File: src/ctrl_pin_pkg.sv
// Constants and types shared by the control pin function select block.
`default_nettype none
package ctrl_pin_pkg;
  // Positions of the pins inside the synchroniser vector.
  localparam int SYNC_W = 5;
  localparam int SY_RST = 0;
  localparam int SY_SCLK = 1;
  localparam int SY_SDIN = 2;
  localparam int SY_SEL = 3;
  localparam int SY_OE = 4;
  // Serially programmed configuration bank.
  localparam int CFG_N = 4;
  localparam int CFG_AW = 2;
  localparam logic [7:0] CFG_DEFAULT = 8'h00;
  localparam logic [CFG_AW-1:0] CFG_CTRL_IDX = 2'h0;
  localparam logic [CFG_AW-1:0] CFG_PWR_IDX = 2'h1;
  localparam int CFG_RB_BIT = 0;
  localparam int CFG_SWRST_BIT = 1;
  localparam int CFG_STBY_BIT = 0;
  // Serial frame: eight address bits then eight data bits, first bit most significant.
  localparam int BCNT_W = 5;
  localparam logic [BCNT_W-1:0] ADDR_BITS = 5'h08;
  localparam logic [BCNT_W-1:0] FRAME_BITS = 5'h10;
  // Wishbone register byte addresses.
  localparam int WB_AW = 4;
  localparam logic [WB_AW-1:0] ADR_STATUS = 4'h0;
  localparam logic [WB_AW-1:0] ADR_MASK = 4'h4;
  localparam logic [WB_AW-1:0] ADR_STATE = 4'h8;
  localparam logic [WB_AW-1:0] ADR_CFG = 4'hc;
  // Event bits, same layout in status and mask.
  localparam int EV_W = 3;
  localparam int EV_WRITE = 0;
  localparam int EV_SWRST = 1;
  localparam int EV_MODE = 2;
  localparam logic [EV_W-1:0] MASK_RESET = 3'h0;
  // Fields of the state register.
  localparam int ST_PARALLEL = 0;
  localparam int ST_READBACK = 1;
  localparam int ST_STANDBY = 2;
  localparam int ST_BUFEN = 3;
  localparam int ST_PARCTRL = 4;
  localparam int ST_PHASE_LSB = 8;

  typedef enum logic [1:0] {PH_IDLE, PH_ADDR, PH_DATA} phase_t;
endpackage
`default_nettype wire

File: src/ctrl_pin_select.sv
// Control pin function select: serial programming port, parallel pins and shared flag pin.
`default_nettype none
module ctrl_pin_select
  import ctrl_pin_pkg::*;
(
  input wire logic clk_i,
  input wire logic rst_i,
  input wire logic [WB_AW-1:0] wb_adr_i,
  input wire logic [31:0] wb_dat_i,
  input wire logic [3:0] wb_sel_i,
  input wire logic wb_we_i,
  input wire logic wb_cyc_i,
  input wire logic wb_stb_i,
  output logic wb_ack_o,
  output logic [31:0] wb_dat_o,
  output logic irq_o,
  input wire logic reset_pin_i,
  input wire logic sclk_i,
  input wire logic serial_in_line_i,
  input wire logic serial_select_i,
  input wire logic output_drive_en_i,
  input wire logic range_over_i,
  output logic range_flag_or_readback_out_o,
  output logic buffers_en_o,
  output logic drivers_oe_n_o,
  output logic standby_o,
  output logic parallel_ctrl_o
);

  ////////////////////////////////////////////////////////////////////////////////
  typedef struct packed {
    logic [SYNC_W-1:0] sy1;
    logic [SYNC_W-1:0] sy2;
    logic sclk_d;
    logic mode_d;
    phase_t phase;
    logic [BCNT_W-1:0] bcnt;
    logic [7:0] addr;
    logic [7:0] shift;
    logic [7:0] rd;
    logic [CFG_N-1:0][7:0] cfg;
    logic [EV_W-1:0] sts;
    logic [EV_W-1:0] msk;
    logic ack;
    logic [31:0] dat;
    logic irq;
    logic pin;
    logic buf_en;
    logic drv_oe_n;
    logic stby;
    logic par;
  } state_t;

  state_t st_r;
  state_t st_nxt;

  logic par_mode;
  logic sclk_rise;
  logic sel_n;
  logic [EV_W-1:0] ev;
  logic [EV_W-1:0] clr;
  logic wb_req;
  logic [7:0] wdata;
  logic [CFG_AW-1:0] widx;

  assign par_mode = st_r.sy2[SY_RST];
  assign sclk_rise = st_r.sy2[SY_SCLK] & ~st_r.sclk_d;
  assign sel_n = st_r.sy2[SY_SEL];
  assign wb_req = wb_cyc_i & wb_stb_i & ~st_r.ack;

  ////////////////////////////////////////////////////////////////////////////////
  always_comb begin
    st_nxt = st_r;
    ev = '0;
    clr = '0;
    wdata = {st_r.shift[6:0], st_r.sy2[SY_SDIN]};
    widx = st_r.addr[CFG_AW-1:0];
    // Pins come from outside the clock domain; only the second stage is ever read.
    st_nxt.sy1 = {output_drive_en_i, serial_select_i, serial_in_line_i, sclk_i, reset_pin_i};
    st_nxt.sy2 = st_r.sy1;
    st_nxt.sclk_d = st_r.sy2[SY_SCLK];
    st_nxt.mode_d = par_mode;
    if (st_r.mode_d != par_mode) begin
      ev[EV_MODE] = 1'b1;
    end
    if (par_mode) begin
      // Holding the registers at default also serves as the hardware reset pulse.
      st_nxt.cfg = {CFG_N{CFG_DEFAULT}};
      st_nxt.phase = PH_IDLE;
      st_nxt.bcnt = '0;
      st_nxt.rd = '0;
    end else if (sel_n) begin
      st_nxt.phase = PH_IDLE;
      st_nxt.bcnt = '0;
    end else if (sclk_rise) begin
      st_nxt.shift = wdata;
      st_nxt.bcnt = st_r.bcnt + 5'h01;
      st_nxt.rd = {st_r.rd[6:0], 1'b0};
      st_nxt.phase = PH_ADDR;
      if (st_r.bcnt + 5'h01 == ADDR_BITS) begin
        st_nxt.addr = wdata;
        st_nxt.phase = PH_DATA;
        // Addresses beyond the bank read back as zero.
        if (wdata[7:CFG_AW] == '0) begin
          st_nxt.rd = st_r.cfg[wdata[CFG_AW-1:0]];
        end else begin
          st_nxt.rd = '0;
        end
      end else if (st_r.bcnt + 5'h01 == FRAME_BITS) begin
        st_nxt.phase = PH_IDLE;
        st_nxt.bcnt = '0;
        // In readback mode only the control register stays writable, so it can be left.
        if (st_r.addr[7:CFG_AW] == '0 &&
            (!st_r.cfg[CFG_CTRL_IDX][CFG_RB_BIT] || widx == CFG_CTRL_IDX)) begin
          ev[EV_WRITE] = 1'b1;
          if (widx == CFG_CTRL_IDX && wdata[CFG_SWRST_BIT]) begin
            st_nxt.cfg = {CFG_N{CFG_DEFAULT}};
            ev[EV_SWRST] = 1'b1;
          end else begin
            st_nxt.cfg[widx] = wdata;
          end
        end
      end
    end
    // Pin functions.
    st_nxt.buf_en = st_r.sy2[SY_OE];
    st_nxt.drv_oe_n = ~st_r.sy2[SY_OE];
    if (st_r.cfg[CFG_CTRL_IDX][CFG_RB_BIT]) begin
      st_nxt.pin = st_r.rd[7];
    end else begin
      st_nxt.pin = range_over_i;
    end
    if (par_mode) begin
      st_nxt.stby = st_r.sy2[SY_SDIN];
      st_nxt.par = sel_n;
    end else begin
      st_nxt.stby = st_r.cfg[CFG_PWR_IDX][CFG_STBY_BIT];
      st_nxt.par = 1'b0;
    end
    // Wishbone slave: one wait state, ack for exactly one cycle.
    st_nxt.ack = wb_req;
    st_nxt.dat = '0;
    if (wb_req) begin
      if (wb_adr_i == ADR_STATUS) begin
        st_nxt.dat[EV_W-1:0] = st_r.sts;
        if (wb_we_i && wb_sel_i[0]) begin
          clr = wb_dat_i[EV_W-1:0];
        end
      end else if (wb_adr_i == ADR_MASK) begin
        st_nxt.dat[EV_W-1:0] = st_r.msk;
        if (wb_we_i && wb_sel_i[0]) begin
          st_nxt.msk = wb_dat_i[EV_W-1:0];
        end
      end else if (wb_adr_i == ADR_STATE) begin
        st_nxt.dat[ST_PARALLEL] = par_mode;
        st_nxt.dat[ST_READBACK] = st_r.cfg[CFG_CTRL_IDX][CFG_RB_BIT];
        st_nxt.dat[ST_STANDBY] = st_r.stby;
        st_nxt.dat[ST_BUFEN] = st_r.buf_en;
        st_nxt.dat[ST_PARCTRL] = st_r.par;
        st_nxt.dat[ST_PHASE_LSB+1:ST_PHASE_LSB] = st_r.phase;
      end else if (wb_adr_i == ADR_CFG) begin
        st_nxt.dat = st_r.cfg;
      end
    end
    // A new event wins over a clear in the same cycle.
    st_nxt.sts = (st_r.sts & ~clr) | ev;
    st_nxt.irq = |(st_nxt.sts & st_nxt.msk);
  end

  always_ff @(posedge clk_i) begin
    if (rst_i) begin
      st_r <= '0;
      st_r.cfg <= {CFG_N{CFG_DEFAULT}};
      st_r.msk <= MASK_RESET;
      st_r.phase <= PH_IDLE;
      st_r.drv_oe_n <= 1'b1;
    end else begin
      st_r <= st_nxt;
    end
  end

  assign wb_ack_o = st_r.ack;
  assign wb_dat_o = st_r.dat;
  assign irq_o = st_r.irq;
  assign range_flag_or_readback_out_o = st_r.pin;
  assign buffers_en_o = st_r.buf_en;
  assign drivers_oe_n_o = st_r.drv_oe_n;
  assign standby_o = st_r.stby;
  assign parallel_ctrl_o = st_r.par;
endmodule
`default_nettype wire

File: config.mk
export PLATFORM = sky130hd
export DESIGN_NAME = ctrl_pin_select
export DESIGN_NICKNAME = d
export VERILOG_FILES = /design/src/ctrl_pin_pkg.sv /design/src/ctrl_pin_select.sv
export SDC_FILE = /design/constraint.sdc
export NUM_CORES = 1
export LEC_CHECK = 0
export BUFFER_PORTS_ARGS = -buffer_cell sky130_fd_sc_hd__buf_4
export CAP_MARGIN = 5
export CORE_ASPECT_RATIO = 1.1
export CORE_MARGIN = 8
export CORE_UTILIZATION = 40
export CTS_CLUSTER_SIZE = 20
export DETAILED_ROUTE_END_ITERATION = 8
export GPL_TIMING_DRIVEN = 0
export PLACE_DENSITY_LB_ADDON = 0.2
export REMOVE_ABC_BUFFERS = 1
export SLEW_MARGIN = 20
export SYNTH_ARGS = -nofsm -noshare
export SYNTH_HDL_FRONTEND = slang
export SYNTH_SLANG_ARGS = --single-unit
File: constraint.sdc
create_clock -name clk_i -period 2.79 [get_ports clk_i]
set_input_delay 0.6975 -clock clk_i [delete_from_list [all_inputs] [get_ports clk_i]]
set_output_delay 0.6975 -clock clk_i [all_outputs]
set_load 0.005 [all_outputs]
**After elaboration in Yosys (flattened, before gate mapping)**

Cells that the tools add are included.

- Flip-flop bits (word level): 119
- Output and inout bits: 39
- Word-level logic and storage cells: 104

- Add/sub/neg operators: 1
- $lt $le $gt $ge: 3
- Equal/unequal tests: 6
- Multiplexer cells: 33
- Bitwise operators: 15
- Reductions and logical operators: 21

Operator list:

| operator | number |
|---|---|
| bitwise mux 32 bit | 1 |
| two-way mux 32 bit | 1 |
| two-way mux 8 bit | 4 |
| two-way mux 3 bit | 9 |
| two-way mux 2 bit | 9 |
| binary-select mux 8 bit (select 2 bit) | 1 |
| demux 8 bit (select 2 bit) | 1 |
| logical NOT 6 bit | 2 |
| two-way mux 10 bit | 1 |
| two-way mux 5 bit | 2 |
| == test 4 bit, second input constant | 2 |
| NOT 1 bit | 8 |
| AND 3 bit | 2 |
| less-than comparator 2 x 3 -> 1 bit, second input constant | 2 |
| two-way mux 6 bit | 1 |
| OR reduction 2 bit | 3 |
| OR reduction 3 bit | 2 |
| OR reduction 6 bit | 1 |
| adder 5 x 1 -> 5 bit, second input constant | 1 |
| == test 5 x 4 -> 1 bit, second input constant | 1 |
| == test 5 bit, second input constant | 1 |
| AND reduction 5 bit | 1 |
| == test 4 x 3 -> 1 bit, second input constant | 1 |
| logical AND 1 bit | 4 |
| 14 further kinds | 18 |

**Longest topological paths before layout**

- Word-level depth: 12
- Depth in mapped cells: 8
- Depth with buffers taken out: 6

**Worst setup path before layout**

No wires, ideal clock.

- Kind: input to register
- Start: in wb_adr_i[1]
- End: reg st_r (netlist bit irq_o)
- Library setup time: 122 ps
- Arrival: 2036 ps
- Required time: 2668 ps
- Slack: 632 ps
- Stages on the path: 6
- Cells stage by stage: or3_1 -> buf_2 -> nor4_4 -> mux2i_1 -> nor2_1 -> a221o_1

- Cells in the longest elaborated chain, start to end: 8
- Elaborated cells between the ends (all ways): 12

RTL lines:

| element | line | text |
|---|---|---|
| from (decl) | ctrl_pin_select.sv:8 | `input wire logic [WB_AW-1:0] wb_adr_i,` |
| logical NOT 4 bit | ctrl_pin_select.sv:144 | `if (wb_adr_i == ADR_STATUS) begin` |
| two-way mux 3 bit | ctrl_pin_select.sv:144 |  |
| two-way mux 3 bit | ctrl_pin_select.sv:143 | `if (wb_req) begin` |
| NOT 3 bit | ctrl_pin_select.sv:166 | `st_nxt.sts = (st_r.sts & ~clr) \| ev;` |
| AND 3 bit | ctrl_pin_select.sv:166 |  |
| OR 3 bit | ctrl_pin_select.sv:166 |  |
| AND 3 bit * | ctrl_pin_select.sv:167 | `st_nxt.irq = \|(st_nxt.sts & st_nxt.msk);` |
| OR reduction 3 bit * | ctrl_pin_select.sv:167 |  |
| to (signal assigned) | ctrl_pin_select.sv:178 | `st_r <= st_nxt;` |
| to (decl) | ctrl_pin_select.sv:54 | `state_t st_r;` |

Every way passes the cells marked *; elsewhere a longest branch is shown, timed or not.
A chain may end at the register's enable or synchronous reset.

**Worst setup path in the final report**

- Start: reg st_r[85] (netlist name)
- End: reg st_r[74] (netlist name)

- Cells in the longest elaborated chain, start to end: 2

RTL lines:

| element | line | text |
|---|---|---|
| logical AND 1 bit | ctrl_pin_select.sv:116 | `if (widx == CFG_CTRL_IDX && wdata[CFG_SWRST_BIT]) begin` |
| two-way mux 32 bit | ctrl_pin_select.sv:116 |  |

Every way passes these cells.

==> impl_metrics.ini <==
[global_route]
antenna_found_initial = 0
grt-busiest-layer = met2
grt.overflow.total = 0
grt_use_met3_pct = 3.77
grt_start_max_net_pins = 42
grt_pass1_vias = 3616
grtUsageMet1_pct = 16.5
grt_usage_pct = 14.5
grt_pass1_wl_um = 18500
grt_use_met2_pct = 24.7

[setup_path]
worst-path-max-fanout = 24
worstPathArrival_ps = 2780
crit_type = reg -> reg
cpMaxStageDelayCell = dfxtp_1
rrSetupSlack_ps = 270
reg2regPathDepth = 4
crit-reg2reg-launch = st_r[85]
cp_data_required_time_ps = 3040
cp-end-kind = register
cp-start-kind = register
max_stage_delay_ps = 960
r2r_end = st_r[74]
path_cells = nor3b_1 -> a21oi_1 -> nor4_4 -> o21ai_0
startpoint = st_r[85]

[floorplanning]
rows = 43
die_h_um = 133
initial_utilization_pct = 40.2
ios = 90
core_area_um2 = 12400
die_x_um = 123
floorplan.die_area_um2 = 16300

[synth]
syn_avg_cell_area_um2 = 9.40
yosys.cell_types.count = 56
yosys.area.top_type = dfxtp_1
yosysSeqAreaShare_pct = 47.2
synthCells = 532
synth-edff-count = 0
ys_warn_count = 0
synth_top_flop_cell = dfxtp_1
synth-seq-cells = 118
synthTopCellsByArea = dfxtp_1 (47%), buf_4 (5.4%), nand2_1 (5.2%)
synthArstFlopShare_pct = 0
yosysTopAreaCellShare_pct = 47.2
synth_area_um2 = 5000

[timing]
worst_pin_slew_ps = 1010
drv_slew = 0
rsz0062_at_grt = false
fin_crit_sh_pct = 90.4
setup_violations = 0
clock_skew_ps = 8.38
min_period_ps = 2520
maxSlewHeadroom_pct = 32.4
hold_slack_ps = 407
finalHoldViolCount = 0
timing.fmax_mhz = 397

[place]
port-buffer-count = 57
place_congestion = 0.765
detailed_place_hpwl_um = 7680

[clock_tree]
clk_latency_ps = 410
postCtsSetupBuffers = 0
cts_sinks = 118
clockRootBuffer = clkbuf_16
cts_buffer_depth = 2
cts_tree = done
clkTransAtPathRegs_ps = 50
cts_hold_buf = 0
htreeDepth = 4
cts_resized = 0
cts_made_buffers = 17

[power]
p_leak_nw = 2.32
power_density_nw_per_um2 = 716
irDropWorstVdd_v = 0.000385

[hold_path]
hold_path_depth = 1
hp-start = st_nxt[3]
hold_class = reg -> reg
whs_endpoint = drivers_oe_n_o

[drt]
wl_per_cell_um = 16.0
totalWireLength_um = 11300
ant_nets = 0
remaining_drc_errors = 0
via_count = 3635
drt_iter0_drc = 241
viasPerCell = 5.15
drtPass1Iterations = 6

[final_layout]
num_antenna_cells = 0
nets = 589
drive_gt1_share_pct = 22.2
syn_to_final_growth_pct = 18.1
fin_util_pct = 47.5

[job]
cap_violations = 0

[status]
run_status = complete, no violations
layout by cell type (no fill, tap or decap), drive strengths merged, types with 3 or more instances in the layout:
cell type  instances
nand4              4
nor4               7
dfxtp            118
nand2             69
mux2i             12
or2                3
nor3               4
nand3             39
o21ai             23
or3                4
clkbuf            24
and3              35
nor2b             16
bufinv             5
nand4b             6
mux4               7
a21oi             24
o211ai             5
nor3b              4
inv                5
a22oi              5
nand2b             3
buf               58
nor2              28
synth_stat cells, drive strengths merged, types with 2 or more instances:
cell type and number:
o211ai 5, nand3 39, mux2i 12, a221oi 2
a21oi 24, a21bo 2, nor2b 16, o21ai 23
nor2 28, or3 4, nand4b 6, nor3 4
and3 35, nand4 4, clkbuf 26, ha 2
buf 47, a22oi 5, nand3b 2, dfxtp 118
o2bb2ai 2, mux4 7, nor4 7, nand2b 3
a31o 2, a32o 2, xor2 2, and2 2
xnor2 2, or3b 2, nand2 69, or2 3
a211oi 2, a22o 2, inv 5, nor3b 4
a311o 2
cell type report:
type	instances	area (um2)
Tap cell	157	196
Inverter	5	18.8
Sequential cell	118	2360
Clock buffer	24	492
Fill cell	1152	6520
Clock inverter	8	168
Multi-Input combinational cell	336	2220
Timing Repair Buffer	58	455
per-layer routing:
layer,wire length [um],vias to the layer above
met5,0,-
met4,144,0
met1,4890,1734
li1,-,1838
met2,5870,52
met3,371,11
cells by family (layout without fill, tap and decap cells):
group	count (synthesis)	after routing	share of synthesized area, %
flops	118	118	47.2
buf+inv	78	95	8.75
compound gates	79	79	10.5
mux	20	20	5.78
simple gates	231	231	26.2
fa+ha+maj	2	2	0.500
xor+xnor	4	4	1.08
state kept, by name (all words and copies together) (netlist names):
register / count
st_nxt: 7
drivers_oe_n_o: 1
range_flag_or_readback_out_o: 1
wb_dat_o: 32
st_r: 70
sel_n: 1
buffers_en_o: 1
standby_o: 1
parallel_ctrl_o: 1
irq_o: 1
par_mode: 1
wb_ack_o: 1
how the worst max path moves through the flow:
stage / slack [ps] / to / depth (start not counted)
2_1_floorplan: -310 / st_r[70] / 4
3_3_place_gp: -1520 / st_r[84] / 5
3_5_place_dp: 140 / st_r[84] / 6
4_1_cts: 130 / st_r[84] / 6
5_1_grt: 20 / st_r[76] / 4
6_report: 270 / st_r[74] / 4
worst max-delay path, delay by kind of cell, from the launching register on:
kind,cells,cell delay (ps)
AND/OR/NAND/NOR,2,1060
flip-flops,1,960
AO/OA/AOI/OAI,2,350
power breakdown:
part	internal, W	switching (W)	leakage, nW	total (W)
registers	0.00170	0.0000133	0.953	0.00171
logic	0.0000446	0.0000667	1.05	0.000111
clock network	0.00168	0.000727	0.320	0.00240
through the flow:
stage	instance area (um2)	worst slack (ps)	total power (W)	std cells	TNS, ps
3_5_place_dp	5240	138	0.00186	674	0
4_1_cts	5900	135	0.00427	706	0
2_1_floorplan	4580	-310	0.00180	459	-2010
5_1_grt	5910	16.1	0.00436	706	0
6_report	5910	268	0.00423	706	0
3_3_place_gp	5210	-1520	0.00185	673	-40120
Power figures use the tool's default switching activity.
